## src/sfcfe_pkg.sv

```systemverilog
// package of constants and carrier types for the serial flash command front end
`default_nettype none
package sfcfe_pkg;
  // =====================================================================
  // command opcodes
  localparam logic [7:0] OPC_WRITE_ARM = 8'h06;
  localparam logic [7:0] OPC_WRITE_DISARM = 8'h04;
  localparam logic [7:0] OPC_JEDEC_ID_READ = 8'h9f;
  localparam logic [7:0] OPC_STATUS_READ = 8'h05;
  localparam logic [7:0] OPC_STATUS_WRITE = 8'h01;
  localparam logic [7:0] OPC_READ = 8'h03;
  localparam logic [7:0] OPC_FAST_READ = 8'h0b;
  localparam logic [7:0] OPC_DUAL_IO_READ = 8'hbb;
  localparam logic [7:0] OPC_QUAD_IO_READ = 8'heb;

  // =====================================================================
  // field lengths in serial clocks
  localparam logic [4:0] OPCODE_CLKS = 5'h08;
  localparam logic [4:0] BYTE_CLKS = 5'h08;
  localparam logic [4:0] ADDR_CLKS_X1 = 5'h18;
  localparam logic [4:0] ADDR_CLKS_X2 = 5'h0c;
  localparam logic [4:0] ADDR_CLKS_X4 = 5'h06;
  localparam logic [4:0] DUMMY_CLKS_X1 = 5'h08;
  localparam logic [4:0] DUMMY_CLKS_X2 = 5'h04;
  localparam logic [4:0] DUMMY_CLKS_X4 = 5'h06;

  // =====================================================================
  // status register layout and reset values
  localparam int STAT_BUSY_BIT = 0;
  localparam int STAT_ARM_BIT = 1;
  localparam logic [7:0] STAT_WRITABLE_MASK = 8'hfc;
  localparam logic [7:0] STAT_RESET = 8'h00;

  // =====================================================================
  // array address map: 4 KB sectors, 64 KB blocks
  localparam int ADDR_W = 24;
  localparam int SECTOR_SHIFT = 12;
  localparam int BLOCK_SHIFT = 16;
  localparam logic [ADDR_W-1:0] ADDR_RESET = 24'h000000;

  // =====================================================================
  // lane modes and carrier types
  typedef enum logic [1:0] {SFCFE_X1, SFCFE_X2, SFCFE_X4} sfcfe_lanes_e;

  typedef struct packed {
    logic [3:0] o;
    logic [3:0] oe;
  } sfcfe_pad_s;

  typedef struct packed {
    logic rd;
    logic [ADDR_W-1:0] addr;
  } sfcfe_mem_req_s;
endpackage
`default_nettype wire

```

## src/sfcfe_sync.sv

```systemverilog
// two-flop synchroniser for pin inputs
`default_nettype none
module sfcfe_sync #(
  parameter int W = 1
) (
  input wire logic clk,
  input wire logic rstn,
  input wire logic [W-1:0] d,
  output logic [W-1:0] q
);
  logic [W-1:0] meta_q;

  // =====================================================================
  // first stage feeds only the second stage
  always_ff @(posedge clk or negedge rstn) begin
    if (!rstn) begin
      meta_q <= '0;
      q <= '0;
    end else begin
      meta_q <= d;
      q <= meta_q;
    end
  end
endmodule
`default_nettype wire

```

## src/sfcfe_addr_map.sv

```systemverilog
// array address map: sector and block numbers of an address
`default_nettype none
module sfcfe_addr_map import sfcfe_pkg::*; #(
  parameter int SECTOR_W = 9,
  parameter int BLOCK_W = 5
) (
  input wire logic [ADDR_W-1:0] addr,
  output logic [SECTOR_W-1:0] sector,
  output logic [BLOCK_W-1:0] block
);
  // =====================================================================
  // sixteen 4 KB sectors per 64 KB block, so block 1 starts at 010000h
  always_comb begin
    sector = addr[SECTOR_SHIFT +: SECTOR_W];
    block = addr[BLOCK_SHIFT +: BLOCK_W];
  end
endmodule
`default_nettype wire

```

## src/sfcfe_core.sv

```systemverilog
// serial flash command front end: command decode, read streaming, write latch and status
// Function
// - invalid opcode: standby until next select fall
// - standby keeps all data outputs high-Z
// - valid command: active until select rises
// - sample on clock rise, shift out on fall
// - work in clock mode 0 and 3
// - data-out commands end on any select rise
// - write-type commands need byte-aligned select rise
// - array reads ignored while write busy
// - read: three address bytes; fast adds dummy
// - dual read: address, dummy, data on two
// - quad read: address, dummy, data on four
// - id read: maker byte, two device bytes
// - write-disarm clears write-arm latch
// - status read shifts out; write loads byte
// - 4 KB sectors, 64 KB blocks address map
// - status write needs write-arm latch set
// - latch cleared at reset, disarm, completions
`default_nettype none
module sfcfe_core import sfcfe_pkg::*; #(
  parameter logic [7:0] MAKER_ID = 8'h5a, // arbitrary value
  parameter logic [7:0] TYPE_ID = 8'h3c, // arbitrary value
  parameter logic [7:0] PART_ID = 8'h15 // arbitrary value
) (
  input wire logic clk,
  input wire logic rstn,
  input wire logic cs_n,
  input wire logic sclk,
  input wire logic [3:0] io_i,
  output sfcfe_pad_s pad,
  output sfcfe_mem_req_s mem_req,
  input wire logic [7:0] mem_rdata,
  input wire logic write_busy,
  input wire logic write_done,
  output logic [7:0] status_q,
  output logic active_q,
  output logic mode3_q,
  output logic [8:0] sector_q,
  output logic [4:0] block_q
);
  typedef enum {ST_IDLE, ST_OPCODE, ST_ADDR, ST_DUMMY, ST_DATA_IN, ST_DONE, ST_OUT, ST_STANDBY} sfcfe_state_e;

  sfcfe_state_e state_q;
  logic [5:0] pins_s;
  logic cs_n_s, sclk_s, cs_n_p, sclk_p;
  logic rise, fall, cs_fall, cs_rise;
  logic [7:0] cmd_q, sr_q, out_sr_q, next_q;
  logic [4:0] cnt_q;
  logic [2:0] obit_q;
  logic [1:0] idx_q;
  sfcfe_lanes_e lanes_q;
  logic [ADDR_W-1:0] addr_q;
  logic extra_q, kick_q, rd_pend_q, arm_q;
  logic [7:0] opc_in;
  logic fetch;
  logic [8:0] map_sector;
  logic [4:0] map_block;

  // =====================================================================
  // helper functions
  function automatic logic [4:0] addr_clks(input sfcfe_lanes_e l);
    case (l)
      SFCFE_X2: addr_clks = ADDR_CLKS_X2;
      SFCFE_X4: addr_clks = ADDR_CLKS_X4;
      default: addr_clks = ADDR_CLKS_X1;
    endcase
  endfunction

  function automatic logic [4:0] dummy_clks(input sfcfe_lanes_e l);
    case (l)
      SFCFE_X2: dummy_clks = DUMMY_CLKS_X2;
      SFCFE_X4: dummy_clks = DUMMY_CLKS_X4;
      default: dummy_clks = DUMMY_CLKS_X1;
    endcase
  endfunction

  // last bit slot of a byte at the given lane width
  function automatic logic [2:0] byte_last(input sfcfe_lanes_e l);
    case (l)
      SFCFE_X2: byte_last = 3'h3;
      SFCFE_X4: byte_last = 3'h1;
      default: byte_last = 3'h7;
    endcase
  endfunction

  function automatic logic [7:0] id_byte(input logic [1:0] i);
    case (i)
      2'h0: id_byte = MAKER_ID;
      2'h1: id_byte = TYPE_ID;
      default: id_byte = PART_ID;
    endcase
  endfunction

  function automatic logic is_array_read(input logic [7:0] c);
    is_array_read = (c == OPC_READ) || (c == OPC_FAST_READ) || (c == OPC_DUAL_IO_READ) || (c == OPC_QUAD_IO_READ);
  endfunction

  // =====================================================================
  // pin synchronisation and edge detection
  sfcfe_sync #(.W(6)) u_sync (
    .clk(clk),
    .rstn(rstn),
    .d({~cs_n, sclk, io_i}), // select goes in inverted so the synced reset value reads as deselected
    .q(pins_s)
  );

  assign cs_n_s = !pins_s[5];
  assign sclk_s = pins_s[4];

  always_ff @(posedge clk or negedge rstn) begin
    if (!rstn) begin
      cs_n_p <= 1'b1;
      sclk_p <= 1'b0;
    end else begin
      cs_n_p <= cs_n_s;
      sclk_p <= sclk_s;
    end
  end

  // clock edges only count while selected
  assign rise = !cs_n_s && sclk_s && !sclk_p;
  assign fall = !cs_n_s && !sclk_s && sclk_p;
  assign cs_fall = !cs_n_s && cs_n_p;
  assign cs_rise = cs_n_s && !cs_n_p;
  assign opc_in = {sr_q[6:0], pins_s[0]};
  assign fetch = kick_q || (fall && state_q == ST_OUT && obit_q == 3'h0);

  // =====================================================================
  // mode 0 or mode 3 is taken from the clock level at select fall
  always_ff @(posedge clk or negedge rstn) begin
    if (!rstn) begin
      mode3_q <= 1'b0;
    end else if (cs_fall) begin
      mode3_q <= sclk_s;
    end
  end

  // =====================================================================
  // command sequencer; in mode 3 the leading fall is harmless as nothing shifts out yet
  always_ff @(posedge clk or negedge rstn) begin
    if (!rstn) begin
      state_q <= ST_IDLE;
      cmd_q <= 8'h00;
      sr_q <= 8'h00;
      cnt_q <= 5'h00;
      lanes_q <= SFCFE_X1;
      extra_q <= 1'b0;
      kick_q <= 1'b0;
    end else begin
      kick_q <= 1'b0;
      if (cs_n_s) begin
        state_q <= ST_IDLE;
      end else if (state_q == ST_IDLE) begin
        state_q <= ST_OPCODE;
        cnt_q <= 5'h00;
        extra_q <= 1'b0;
        lanes_q <= SFCFE_X1;
      end else if (rise) begin
        case (state_q)
          ST_OPCODE: begin
            sr_q <= opc_in;
            cnt_q <= cnt_q + 5'h01;
            if (cnt_q == OPCODE_CLKS - 5'h01) begin
              cmd_q <= opc_in;
              cnt_q <= 5'h00;
              case (opc_in)
                OPC_WRITE_ARM, OPC_WRITE_DISARM: state_q <= ST_DONE;
                OPC_STATUS_WRITE: state_q <= ST_DATA_IN;
                OPC_JEDEC_ID_READ, OPC_STATUS_READ: begin
                  state_q <= ST_OUT;
                  kick_q <= 1'b1;
                end
                OPC_READ, OPC_FAST_READ: state_q <= write_busy ? ST_STANDBY : ST_ADDR;
                OPC_DUAL_IO_READ: begin
                  state_q <= write_busy ? ST_STANDBY : ST_ADDR;
                  lanes_q <= SFCFE_X2;
                end
                OPC_QUAD_IO_READ: begin
                  state_q <= write_busy ? ST_STANDBY : ST_ADDR;
                  lanes_q <= SFCFE_X4;
                end
                default: state_q <= ST_STANDBY;
              endcase
            end
          end
          ST_ADDR: begin
            cnt_q <= cnt_q + 5'h01;
            if (cnt_q == addr_clks(lanes_q) - 5'h01) begin
              cnt_q <= 5'h00;
              if (cmd_q == OPC_READ) begin
                state_q <= ST_OUT;
                kick_q <= 1'b1;
              end else begin
                state_q <= ST_DUMMY;
              end
            end
          end
          ST_DUMMY: begin
            cnt_q <= cnt_q + 5'h01;
            if (cnt_q == dummy_clks(lanes_q) - 5'h01) begin
              state_q <= ST_OUT;
              kick_q <= 1'b1;
            end
          end
          ST_DATA_IN: begin
            sr_q <= opc_in;
            cnt_q <= cnt_q + 5'h01;
            if (cnt_q == BYTE_CLKS - 5'h01) begin
              state_q <= ST_DONE;
            end
          end
          ST_DONE: extra_q <= 1'b1;
          default: ;
        endcase
      end
    end
  end

  // =====================================================================
  // address capture over 1, 2 or 4 lanes, then increment per fetched byte
  always_ff @(posedge clk or negedge rstn) begin
    if (!rstn) begin
      addr_q <= ADDR_RESET;
    end else if (rise && state_q == ST_ADDR) begin
      case (lanes_q)
        SFCFE_X2: addr_q <= {addr_q[ADDR_W-3:0], pins_s[1:0]};
        SFCFE_X4: addr_q <= {addr_q[ADDR_W-5:0], pins_s[3:0]};
        default: addr_q <= {addr_q[ADDR_W-2:0], pins_s[0]};
      endcase
    end else if (fetch && is_array_read(cmd_q)) begin
      addr_q <= addr_q + 24'h000001;
    end
  end

  // =====================================================================
  // prefetch of the next output byte; memory answers one cycle after rd
  always_ff @(posedge clk or negedge rstn) begin
    if (!rstn) begin
      mem_req <= '0;
      rd_pend_q <= 1'b0;
      next_q <= 8'h00;
      idx_q <= 2'h0;
    end else begin
      mem_req.rd <= 1'b0;
      rd_pend_q <= mem_req.rd;
      if (rd_pend_q) begin
        next_q <= mem_rdata;
      end
      if (kick_q) begin
        idx_q <= 2'h0;
      end
      if (fetch) begin
        if (is_array_read(cmd_q)) begin
          mem_req.rd <= 1'b1;
          mem_req.addr <= addr_q;
        end else if (cmd_q == OPC_JEDEC_ID_READ) begin
          next_q <= id_byte(kick_q ? 2'h0 : idx_q);
          idx_q <= (kick_q || idx_q == 2'h2) ? 2'h1 : idx_q + 2'h1;
        end
      end
    end
  end

  // =====================================================================
  // output shifter: bits change on the falling clock edge only
  always_ff @(posedge clk or negedge rstn) begin
    if (!rstn) begin
      pad <= '0;
      out_sr_q <= 8'h00;
      obit_q <= 3'h0;
    end else if (state_q != ST_OUT || cs_n_s) begin
      pad.oe <= 4'h0;
      obit_q <= 3'h0;
    end else if (fall) begin
      logic [7:0] word;
      word = (obit_q != 3'h0) ? out_sr_q : (cmd_q == OPC_STATUS_READ) ? status_q : next_q;
      obit_q <= (obit_q == byte_last(lanes_q)) ? 3'h0 : obit_q + 3'h1;
      case (lanes_q)
        SFCFE_X2: begin
          pad.o <= {2'h0, word[7:6]};
          pad.oe <= 4'h3;
          out_sr_q <= {word[5:0], 2'h0};
        end
        SFCFE_X4: begin
          pad.o <= word[7:4];
          pad.oe <= 4'hf;
          out_sr_q <= {word[3:0], 4'h0};
        end
        default: begin
          pad.o <= {2'h0, word[7], 1'b0};
          pad.oe <= 4'h2;
          out_sr_q <= {word[6:0], 1'b0};
        end
      endcase
    end
  end

  // =====================================================================
  // write-arm latch and status register, executed at a byte-aligned select rise
  always_ff @(posedge clk or negedge rstn) begin
    if (!rstn) begin
      arm_q <= 1'b0;
      status_q <= STAT_RESET;
    end else begin
      status_q[STAT_BUSY_BIT] <= write_busy;
      status_q[STAT_ARM_BIT] <= arm_q;
      if (write_done) begin
        arm_q <= 1'b0;
      end
      if (cs_rise && state_q == ST_DONE && !extra_q) begin
        case (cmd_q)
          OPC_WRITE_ARM: arm_q <= 1'b1;
          OPC_WRITE_DISARM: arm_q <= 1'b0;
          OPC_STATUS_WRITE: begin
            if (arm_q && !write_busy) begin
              status_q[7:2] <= sr_q[7:2] & STAT_WRITABLE_MASK[7:2];
              arm_q <= 1'b0;
            end
          end
          default: ;
        endcase
      end
    end
  end

  // =====================================================================
  // activity flag and sector/block of the read start address
  sfcfe_addr_map #(.SECTOR_W(9), .BLOCK_W(5)) u_map (
    .addr(addr_q),
    .sector(map_sector),
    .block(map_block)
  );

  always_ff @(posedge clk or negedge rstn) begin
    if (!rstn) begin
      active_q <= 1'b0;
      sector_q <= 9'h000;
      block_q <= 5'h00;
    end else begin
      active_q <= !cs_n_s && state_q != ST_IDLE && state_q != ST_OPCODE && state_q != ST_STANDBY;
      if (kick_q && is_array_read(cmd_q)) begin
        sector_q <= map_sector;
        block_q <= map_block;
      end
    end
  end
endmodule
`default_nettype wire

```

## config.mk

```make
export PLATFORM = sky130hd
export DESIGN_NAME = sfcfe_core
export DESIGN_NICKNAME = d
export VERILOG_FILES = /design/src/sfcfe_pkg.sv /design/src/sfcfe_sync.sv /design/src/sfcfe_addr_map.sv /design/src/sfcfe_core.sv
export SDC_FILE = /design/constraint.sdc
export NUM_CORES = 1
export LEC_CHECK = 0
export ABC_AREA = 1
export BUFFER_PORTS_ARGS = -buffer_cell sky130_fd_sc_hd__buf_2
export CAP_MARGIN = 25
export CORE_ASPECT_RATIO = 0.7
export CORE_UTILIZATION = 40
export CTS_CLUSTER_DIAMETER = 60
export CTS_CLUSTER_SIZE = 28
export DETAILED_ROUTE_END_ITERATION = 6
export GPL_TIMING_DRIVEN = 0
export MAX_ROUTING_LAYER = met4
export PLACE_DENSITY_LB_ADDON = 0.15
export SYNTH_ARGS = -nofsm -noshare
export SYNTH_HDL_FRONTEND = slang
export SYNTH_HIERARCHICAL = 1
export SYNTH_SLANG_ARGS = --single-unit
export TNS_END_PERCENT = 30
```

## constraint.sdc

```tcl
create_clock -name clk -period 3 [get_ports clk]
set_input_delay 0.6 -clock clk [delete_from_list [all_inputs] [get_ports clk]]
set_output_delay 0.6 -clock clk [all_outputs]
set_load 0.01 [all_outputs]
```

==> results of run 1 <==
-- path summary, 6_finish.rpt --
kind | from | end | slack [ns]
min in group clk | io_i[3] | u_sync/meta_q[3]$_DFF_PN0_ | 0.27
max reg2reg | lanes_q[0]$_DFFE_PN0P_ | addr_q[3]$_DFFE_PN0P_ | 0.55
min | rstn | next_q[1]$_DFF_PN0_ | 0.16
max | lanes_q[0]$_DFFE_PN0P_ | addr_q[3]$_DFFE_PN0P_ | 0.55
min reg2reg | u_sync/meta_q[3]$_DFF_PN0_ | u_sync/q[3]$_DFF_PN0_ | 0.35
max in group asynchronous | rstn | cs_n_p$_DFF_PN1_ | 1.99
-- worst max-delay path, cell delays in order, from the launching register on --
cell and delay (ns):
dfrtp_1 0.41, inv_1 0.09, ha_1 0.36, inv_1 0.09, nand2_1 0.24, clkinv_1 0.44
nand2_1 0.17, o21ai_0 0.09, a21oi_1 0.13, o21ai_0 0.09, nand2_1 0.07, o21ai_0 0.12
-- registers in the layout (all words and copies together), names as in the netlist, 2 cells and up --
name           flops
mem_req           25
u_sync/q           6
next_q             8
lanes_q            2
obit_q             3
cmd_q              8
sector_q           9
status_q           8
addr_q            24
block_q            5
sr_q               8
cnt_q              5
u_sync/meta_q      6
state_q            3
out_sr_q           7
pad                7
idx_q              2
-- metal layers --
metal  share of wire, %  up-vias
met4                1.1        0
met1                 54     3225
met2                 38      239
met5                  0        -
met3                6.2       18
li1                   -     3415
-- Yosys cell counts (7+ instances only) --
cell type and number:
a21oi_1 25, buf_2 8, buf_4 19, clkbuf_1 13, dfrtp_1 143, ha_1 9, inv_1 82, inv_2 9
nand2_1 296, nand3_1 76, nand4_1 15, nor2_1 77, nor3_1 7, o21ai_0 87, o21ai_1 15, o21ai_2 10
o221ai_1 7, o22ai_1 10, xor2_1 8
-- per-stage QoR --
| step | area [µm²] | TNS, ns | setup WS [ns] | total power, W | cells |
|---|---|---|---|---|---|
| floorplan | 7660 | 0 | 1.24 | 0.00297 | 980 |
| global placement | 8330 | -119.25 | -0.847 | 0.00327 | 1290 |
| detailed placement | 8360 | 0 | 0.603 | 0.00328 | 1291 |
| CTS | 9020 | 0 | 0.587 | 0.00568 | 1323 |
| global route | 9020 | 0 | 0.374 | 0.00592 | 1323 |
| finish | 9020 | 0 | 0.550 | 0.00566 | 1323 |
-- placed cells by master (no fill, tap or decap), types with 4 or more instances in the layout --
| cell type | netlist | routed |
|---|---|---|
| mux2i_1 | 4 | 4 |
| dfrtp_1 | 143 | 143 |
| nand3_1 | 76 | 76 |
| o2111ai_1 | 6 | 6 |
| buf_6 | 5 | 6 |
| o211ai_1 | 4 | 4 |
| o221ai_1 | 7 | 7 |
| clkbuf_1 | 13 | 16 |
| o21ai_2 | 10 | 10 |
| clkbuf_16 | 0 | 17 |
| o21ai_1 | 15 | 15 |
| inv_2 | 9 | 9 |
| nor2_1 | 77 | 77 |
| ha_1 | 9 | 9 |
| o21ai_0 | 87 | 87 |
| nor3_1 | 7 | 7 |
| buf_2 | 8 | 81 |
| nand4_1 | 15 | 15 |
| or2_2 | 6 | 6 |
| bufinv_16 | 0 | 5 |
| o22ai_1 | 10 | 10 |
| inv_1 | 82 | 82 |
| xor2_1 | 8 | 8 |
| buf_4 | 19 | 19 |
| a21oi_1 | 25 | 25 |
| nand2_1 | 296 | 296 |
-- where the power goes --
part / leakage (nW) / switching (W) / internal, W
logic: 2.14 / 0.000639 / 0.000324
clock network: 0.318 / 0.000844 / 0.00154
registers: 1.92 / 0.000197 / 0.00211
total: 4.38 / 0.00168 / 0.00398
-- area by class of cell --
type	instances	area [µm²]
tap	236	295
inverter	93	349
multi-input combinational	698	3420
clock buffer	23	478
fill	1831	9350
sequential	144	3600
clock inverter	9	180
buffer	45	288
timing repair buffer	75	404
-- logic make-up after synthesis --
logic type	Yosys count	synth area share, %
compound gates	178	13.5
xor+xnor	10	1.14
fa+ha+maj	9	1.47
buf+inv	138	8.31
flops	144	47.1
mux	4	0.523
simple gates	497	28.0
==> run metrics, run 1 <==
Bufs on Longest Clock Path 2; Max Clk Rate 408 MHz; Die ar. 19700 µm²; Area growth, synth to finish 17.7%; register area share after synthesis 47.1%; Setup Skew 0.0112 ns; EDFF count, synth 0; M3 GR Usage around 4.2%; critical path data required time approximately 3.3 ns; die width between 150 and 200 µm; Synth Area per Inst 7.82 µm²; min-delay worst type input pin to asynchronous set/reset pin; Starting Density 41.7%; critical path startpoint category flop; Pins Over Slew Limit 0; Mapped Cells 980; met2 Usage GRT 29.1%; layout cells sized above 1 16.4%; fraction of registers with async set/reset 100%; routed len/inst 16.2 µm; diode count 0; clock-pin slew on the worst setup and hold paths about 0.06 ns; CTS sink count 144; Total GRT Usage 23.4%; Tcrit/Tclk final 81.7%; vias in the first global route 6318; Max IR drop VDD 0.409 mV; hold slack 0.156 ns; HPWL after DPL 15.6 mm; Root Buffer clkbuf_16; CTS-repair resized insts 0; Post-Route WL 21.4 mm; Top Ports 75; Primary FF master, synth dfrtp_1; Yosys cell types 47; # H-tree levels 4; largest net degree at the start of global routing 80; DRC 0; Synth warnings 6; Area contributors post-synth dfrtp_1, nand2_1, o21ai_0, nand3_1, inv_1; core outline area ~18000 µm²; Final setup viols 0; row count 41; Antenna Nets Post-Route 0; MaxCap Viol Count 0; CP max FO 10; run status complete, no violations; Slew HR 47.0%; Crit Path Category flop to flop; Port Buffers 74; Util after Layout 49.1%; initial antenna violation count 0; Die Ht about 120 µm; GRT met1 Usage 37.1%; syn_nets around 1000; TritonCTS buffer count 17; FF-to-FF path depth 11; Post-Synthesis Cell Area 7660 µm²; RSZ-0062 raised after global routing no; Most Crowded Layer GR met1; arrival time at the worst endpoint 2.73 ns; Worst-Margin Slew 0.787 ns; leakage 4.38 nW; post-CTS setup buffer count 0; nets 1101; router iterations before antenna repair 5; Yosys top cell area share between 40% and 50%; clk_lat worst skew around 0.43 ns; power density of the placed cells between 600 and 700 nW/µm²; largest area contributor in the netlist dfrtp_1; #FFs+latches synth 144; Via Count 6897; Hold Violations, Final 0; Initial DRC Count 748; Post-CTS Hold Buffers 0; grt ovf 0; nature of the critical path endpoint flop; first-pass GRT wire length approximately 35 mm; GP Congestion 0.933; Vias/cell 5.21; CTS tree done; min Tclk post-route 2.45 ns
(Power assumes the default switching activity.)
==> run 2, diff against run 1 <==
--- a/config.mk
+++ b/config.mk
@@ -5,7 +5,7 @@
 export SDC_FILE = /design/constraint.sdc
 export NUM_CORES = 1
 export LEC_CHECK = 0
-export ABC_AREA = 1
+export ABC_AREA = 0
 export BUFFER_PORTS_ARGS = -buffer_cell sky130_fd_sc_hd__buf_2
 export CAP_MARGIN = 25
 export CORE_ASPECT_RATIO = 0.7
==> constraint.sdc (replaced) <==
create_clock -name clk -period 2.2 [get_ports clk]
set_input_delay 0.44 -clock clk [delete_from_list [all_inputs] [get_ports clk]]
set_output_delay 0.44 -clock clk [all_outputs]
set_load 0.01 [all_outputs]
==> run metrics, run 2 <==
Top Ports 75 (unchanged); router iterations before antenna repair 5 (unchanged); Slew HR 57.7% (+11 points); GP Congestion 0.868 (-6.9%); Largest regs mem_req: 25 flops, addr_q: 24 flops, sector_q: 9 flops; failing checks negative setup slack; Initial DRC Count 483 (-35%); run status complete, but fails checks; diode count 0 (unchanged); first-pass GRT wire length 31.4 mm (-10%); Die Ht 115 µm (-2.5%); Primary FF master, synth dfrtp_1; die width 163 µm (-2.5%); Max IR drop VDD 0.422 mV (+3.0%); total negative setup slack -0.673 ns (-0.673 ns); Area contributors post-synth dfrtp_1, mux2_2, a22oi_1, nor2_1, a21oi_1; max reg flops 25 (unchanged); EDFF count, synth 0 (unchanged); nature of the critical path endpoint flop; row count 40 (-2.4%); RSZ-0062 raised after global routing yes; largest net degree at the start of global routing 96 (+20%); arrival time at the worst endpoint 2.63 ns (-0.10 ns); Bufs on Longest Clock Path 2 (unchanged); TritonCTS buffer count 17 (unchanged); commonest non-fill, non-tap cells in the layout dfrtp_1, buf_2, mux2_2; Biggest register mem_req; Via Count 5818 (-16%); CTS sink count 144 (unchanged); Post-Route WL 19.3 mm (-9.9%); Max Clk Rate 435 MHz (+6.7%); commonest non-fill, non-tap cell in the layout dfrtp_1; Placed Cells 990 (-23%); Mapped Cells 683 (-30%); Root Buffer clkbuf_16; min-delay worst type input pin to flop; DRC 0 (unchanged); final worst slack -0.0963 ns (-0.646 ns); largest area contributor in the netlist dfrtp_1; Crit Path Category flop to flop; layout cells sized above 1 34.7% (+18 points); Util after Layout 52.3% (+3.2 points); routed len/inst 18.4 µm (+14%); clock-pin slew on the worst setup and hold paths 0.06 ns (about the same); power density of the placed cells 723 nW/µm² (+15%); initial antenna violation count 0 (unchanged); HPWL after DPL 13.2 mm (-16%); syn_nets 710 (-29%); fin cells 1047 (-21%); Multi-input gate area 3630 µm² (+6.0%); Post-Synthesis Cell Area 7280 µm² (-5.0%); Hold Violations, Final 0 (unchanged); grt ovf 0 (unchanged); Antenna Nets Post-Route 0 (unchanged); critical path startpoint category flop; Post-synth top cells dfrtp_1, mux2_2, nor2_1; Pins Over Slew Limit 0 (unchanged); core outline area 17500 µm² (-4.9%); MaxCap Viol Count 0 (unchanged); register area share after synthesis 49.5% (+2.5 points); Yosys top cell area share 49.2% (+2.4 points); Setup Skew 0.00864 ns (-0.00256 ns); #FFs+latches synth 144 (unchanged); Total GRT Usage 22.5% (-0.84 points); Port Buffers 74 (unchanged); Area growth, synth to finish 25.6%; clk_lat worst skew 0.43 ns (about the same); min Tclk post-route 2.30 ns (-0.154 ns); number of fillers in the final layout 1584 (-13%); # H-tree levels 4 (unchanged); Tcrit/Tclk final 104% (+23 points); CP max FO 3 (-7); Starting Density 41.7% (about the same); CTS tree done; Die ar. 18800 µm² (-4.9%); most frequent cell after synthesis dfrtp_1; Worst-Margin Slew 0.635 ns (-0.153 ns); fraction of registers with async set/reset 100% (unchanged); Synth warnings 6 (unchanged); Vias/cell 5.56 (+6.6%); Yosys cell types 69 (+47%); leakage 4.14 nW (-5.6%); Sequential Area 3610 µm² (+0.10%); vias in the first global route 5705 (-9.7%); critical path data required time 2.53 ns (-0.75 ns); nets 830 (-25%); Final setup viols 30 (+30); Synth Area per Inst 10.7 µm² (+36%)
run 2: metrics by stage:
step,area (µm²),total power (W),setup slack (ns),hold slack (ns)
finish,9140,0.00661,-0.0963,0.117
global route,9140,0.00688,-0.195,0.100
CTS,8810,0.00664,-0.0467,0.104
detailed placement,7990,0.00363,-0.569,0.340
global placement,7950,0.00360,-1.36,0.335
floorplan,7290,0.00338,-0.0637,0.144
run 2: timing repair:
action	CTS	global route
pin swaps	9	29
hold endpoints to repair	48	0
gates cloned	1	0
buffers inserted	18	10
setup endpoints to repair	101	79
gates resized for setup	19	61
hold buffers	1	0
run 2: critical path, cell delays in order (launching register included):
cell	delay, ns
dfrtp_1	0.38
or4_4	0.58
o21a_4	0.17
buf_12	0.13
nor4_4	0.24
buf_4	0.17
a21oi_1	0.06
a31o_2	0.24
a221oi_2	0.22
run 2: final cells by class:
class	count	area share (%)
Tap cell	231	3.16
Multi-Input combinational cell	469	39.7
Inverter	9	0.370
Clock buffer	20	4.89
Buffer	57	3.54
Clock inverter	12	1.74
Timing Repair Buffer	105	7.17
Sequential cell	144	39.5
run 2: path summary, 6_finish.rpt:
path | cells past startpoint | slack (ns) | endpoint | from
worst max-delay path | 8 | -0.1 | addr_q[13]$_DFFE_PN0P_ | cmd_q[6]$_DFFE_PN0P_
worst min-delay path | 1 | 0.12 | u_sync/meta_q[1]$_DFF_PN0_ | io_i[1]
worst max register to register | 8 | -0.1 | addr_q[13]$_DFFE_PN0P_ | cmd_q[6]$_DFFE_PN0P_
worst min register to register | 0 | 0.35 | u_sync/q[0]$_DFF_PN0_ | u_sync/meta_q[0]$_DFF_PN0_
max in group asynchronous | 3 | 0.83 | out_sr_q[4]$_DFFE_PN0P_ | rstn
min in group asynchronous | 2 | 0.52 | mode3_q$_DFFE_PN0P_ | rstn
run 2: cells by family after synthesis:
logic type	synth area share, %
buffers and inverters	4.73
XOR/XNOR	3.13
flip-flops	49.5
adder cells (fa/ha/maj)	1.55
AND/OR/NAND/NOR	13.8
AO/OA/AOI/OAI	15.5
multiplexers	11.8
run 2: report_power, final:
group / switching (W) / internal (W) / leakage (nW)
combinational: 0.000365 / 0.000286 / 1.91
clock: 0.00118 / 0.00182 / 0.291
sequential: 0.000185 / 0.00277 / 1.94
total: 0.00173 / 0.00488 / 4.14
run 2: routing by layer:
metal	track usage [%]	wire (µm)
met1	34.2	10100
met2	29.5	7880
met3	5.30	1090
met4	5.23	224
met5	-	0
==> run 3, diff against run 2 <==
--- a/config.mk
+++ b/config.mk
@@ -9,11 +9,10 @@
 export BUFFER_PORTS_ARGS = -buffer_cell sky130_fd_sc_hd__buf_2
 export CAP_MARGIN = 25
 export CORE_ASPECT_RATIO = 0.7
-export CORE_UTILIZATION = 40
+export CORE_UTILIZATION = 54
 export CTS_CLUSTER_DIAMETER = 60
 export CTS_CLUSTER_SIZE = 28
 export DETAILED_ROUTE_END_ITERATION = 6
-export GPL_TIMING_DRIVEN = 0
 export MAX_ROUTING_LAYER = met4
 export PLACE_DENSITY_LB_ADDON = 0.15
 export SYNTH_ARGS = -nofsm -noshare
==> run metrics, run 3 (same netlist as run 2, synthesis figures left out) <==
Tcrit/Tclk final 102% (-2.5 points); Final setup viols 5 (-83%); Largest regs mem_req: 25 flops, addr_q: 24 flops, sector_q: 9 flops; total negative setup slack -0.0857 ns (+0.587 ns); core outline area 13100 µm² (-25%); Power Internal 0.00477 W (-2.2%); Post-Route WL 16.7 mm (-13%); commonest non-fill, non-tap cell in the layout dfrtp_1; fin cells 947 (-9.6%); RSZ-0062 raised after global routing yes; Max Clk Rate 446 MHz (+2.5%); power density of the placed cells 745 nW/µm² (+3.1%); reg-to-reg endpoint addr_q[20]$_DFFE_PN0P_; Critical Path Slowest Stage Cell or4_4; nets 795 (-4.2%); Biggest register mem_req; Antenna Nets Post-Route 0 (unchanged); diode count 0 (unchanged); min Tclk post-route 2.24 ns (-0.0550 ns); critical path data required time 2.54 ns (about the same); Slew HR 54.3% (-3.4 points); min-delay worst type input pin to flop; die width 141 µm (-14%); Hold Crit Start io_i[2]; Top Ports 75 (unchanged); first-pass GRT wire length 28.2 mm (-10%); final worst slack -0.0412 ns (+0.0550 ns); grt ovf 0 (unchanged); Via Count 5621 (-3.4%); Die Ht 99.1 µm (-14%); HPWL after DPL 11.7 mm (-11%); arrival time at the worst endpoint 2.58 ns (-0.05 ns); vias in the first global route 5400 (-5.3%); TritonCTS buffer count 17 (unchanged); Die ar. 14000 µm² (-26%); Logic pwr share 11.0% (+1.1 points); layout cells sized above 1 31.9% (-2.8 points); hold slack 0.124 ns (+0.00730 ns); routed len/inst 17.7 µm (-4.1%); number of fillers in the final layout 1009 (-36%); Seq pwr share 45.0% (+0.2 points); source of the worst register-to-register timing path cmd_q[7]$_DFFE_PN0P_; Worst-Margin Slew 0.683 ns (+0.0486 ns); Vias/cell 5.94 (+6.8%); run status complete, but fails checks; Util after Layout 66.6% (+14 points); Crit Path Category flop to flop; CTS tree done; # H-tree levels 4 (unchanged); Max IR drop VDD 0.653 mV (+55%); commonest non-fill, non-tap cells in the layout dfrtp_1, buf_2, mux2_2; Max stage delay on crit path 0.55 ns (-0.03 ns); Port Buffers 74 (unchanged); initial antenna violation count 0 (unchanged); GP Congestion 0.893 (+2.8%); DRC 0 (unchanged); router iterations before antenna repair 5 (unchanged); Area growth, synth to finish 20.1%; Psw 0.00175 W (+1.0%); reg-to-reg slack, setup -0.04 ns (+0.06 ns); Initial DRC Count 501 (+3.7%); Bufs on Longest Clock Path 2 (unchanged); pre-CTS worst setup slack -0.0983 ns (+0.471 ns); Sw Ratio 26.8% (+0.64 points); max reg flops 25 (unchanged); clock-pin slew on the worst setup and hold paths 0.06 ns (about the same); Hold EP u_sync/meta_q[2]$_DFF_PN0_; Setup Skew 0.0122 ns (+0.00356 ns); row count 35 (-13%); leakage 4.06 nW (-1.9%); crit-path cells or4_4 > o21a_4 > nor4b_4 > nand3_4 > or3_1 > a31oi_1; Hold Violations, Final 0 (unchanged); Hold Crit Depth 1 (unchanged); Root Buffer clkbuf_16; Clk pwr share 44.0% (-1.4 points); Starting Density 55.4% (+14 points); nature of the critical path endpoint flop; MaxCap Viol Count 0 (unchanged); CTS sink count 144 (unchanged); critical path startpoint category flop; Total GRT Usage 26.7% (+4.2 points); largest net degree at the start of global routing 55 (-43%); failing checks negative setup slack; clk_lat worst skew 0.42 ns (about the same); Placed Cells 908 (-8.3%); FF-to-FF path depth 6 (-2); Pins Over Slew Limit 0 (unchanged); CP max FO 8 (+5)
==> run 3: cell types whose count changed in the layout (fill, tap and decap cells not counted), moves of 4 or more <==
| cell | before | now |
|---|---|---|
| a21oi_1 | 29 | 33 |
| buf_1 | 4 | 0 |
| buf_12 | 1 | 6 |
| buf_2 | 77 | 73 |
| buf_4 | 39 | 43 |
| clkbuf_1 | 25 | 1 |
| clkbuf_2 | 6 | 0 |
| mux2i_1 | 8 | 12 |
==> run 3: cell type report <==
cell class,instances,area (µm²),share of cell area (%)
repair buffers,128,875,10.0
clock inverters,14,155,1.77
multi-input cells,468,3440,39.3
clock buffers,18,429,4.91
inverters,9,33.8,0.386
flip-flops and latches,144,3600,41.2
well taps,166,208,2.38
==> run 3: through the flow <==
stage	instance area, µm²	power, W
3_5_place_dp	7990	0.00368
2_1_floorplan	7290	0.00338
6_report	8740	0.00652
4_1_cts	8620	0.00654
5_1_grt	8740	0.00676
3_3_place_gp	7990	0.00364
==> run 3: metal layers <==
layer | wire, µm | up-vias | global-route usage, %
li1 | - | 2654 | -
met1 | 8440 | 2774 | 39.7
met2 | 7190 | 174 | 37.2
met3 | 846 | 19 | 4.67
met4 | 244 | 0 | 7.86
met5 | 0 | - | -
==> run 3: what timing repair did <==
action                     in CTS  in global routing
pin swaps                       1                  8
gates resized for setup         8                 18
hold endpoints to repair       42                  0
setup endpoints to repair      11                 37
hold buffers                    1                  0
buffers inserted                0                  6
==> run 3: power by group through the flow <==
stage	sequential (W)	combinational, W	clock (W)
after detailed placement	0.00297	0.000706	0
after floorplan	0.00292	0.000456	0
after global routing	0.00295	0.000782	0.00303
after CTS	0.00293	0.000710	0.00291
after global placement	0.00296	0.000675	0
final	0.00293	0.000720	0.00287
==> run 3: worst max-delay path, delay by kind of cell, from the launching register on <==
| family | cells | cell delay (ns) |
|---|---|---|
| compound gates | 2 | 0.34 |
| flops | 1 | 0.39 |
| simple gates | 4 | 1.42 |
==> run 3: worst max path at each step <==
stage | startpoint | cells past startpoint | endpoint
5_1_grt | cmd_q[7]$_DFFE_PN0P_ | 6 | addr_q[16]$_DFFE_PN0P_
4_1_cts | cmd_q[7]$_DFFE_PN0P_ | 8 | out_sr_q[5]$_DFFE_PN0P_
2_1_floorplan | cmd_q[7]$_DFFE_PN0P_ | 6 | addr_q[20]$_DFFE_PN0P_
3_3_place_gp | cmd_q[7]$_DFFE_PN0P_ | 8 | out_sr_q[4]$_DFFE_PN0P_
6_report | cmd_q[7]$_DFFE_PN0P_ | 6 | addr_q[20]$_DFFE_PN0P_
3_5_place_dp | obit_q[0]$_DFFE_PN0P_ | 9 | addr_q[13]$_DFFE_PN0P_
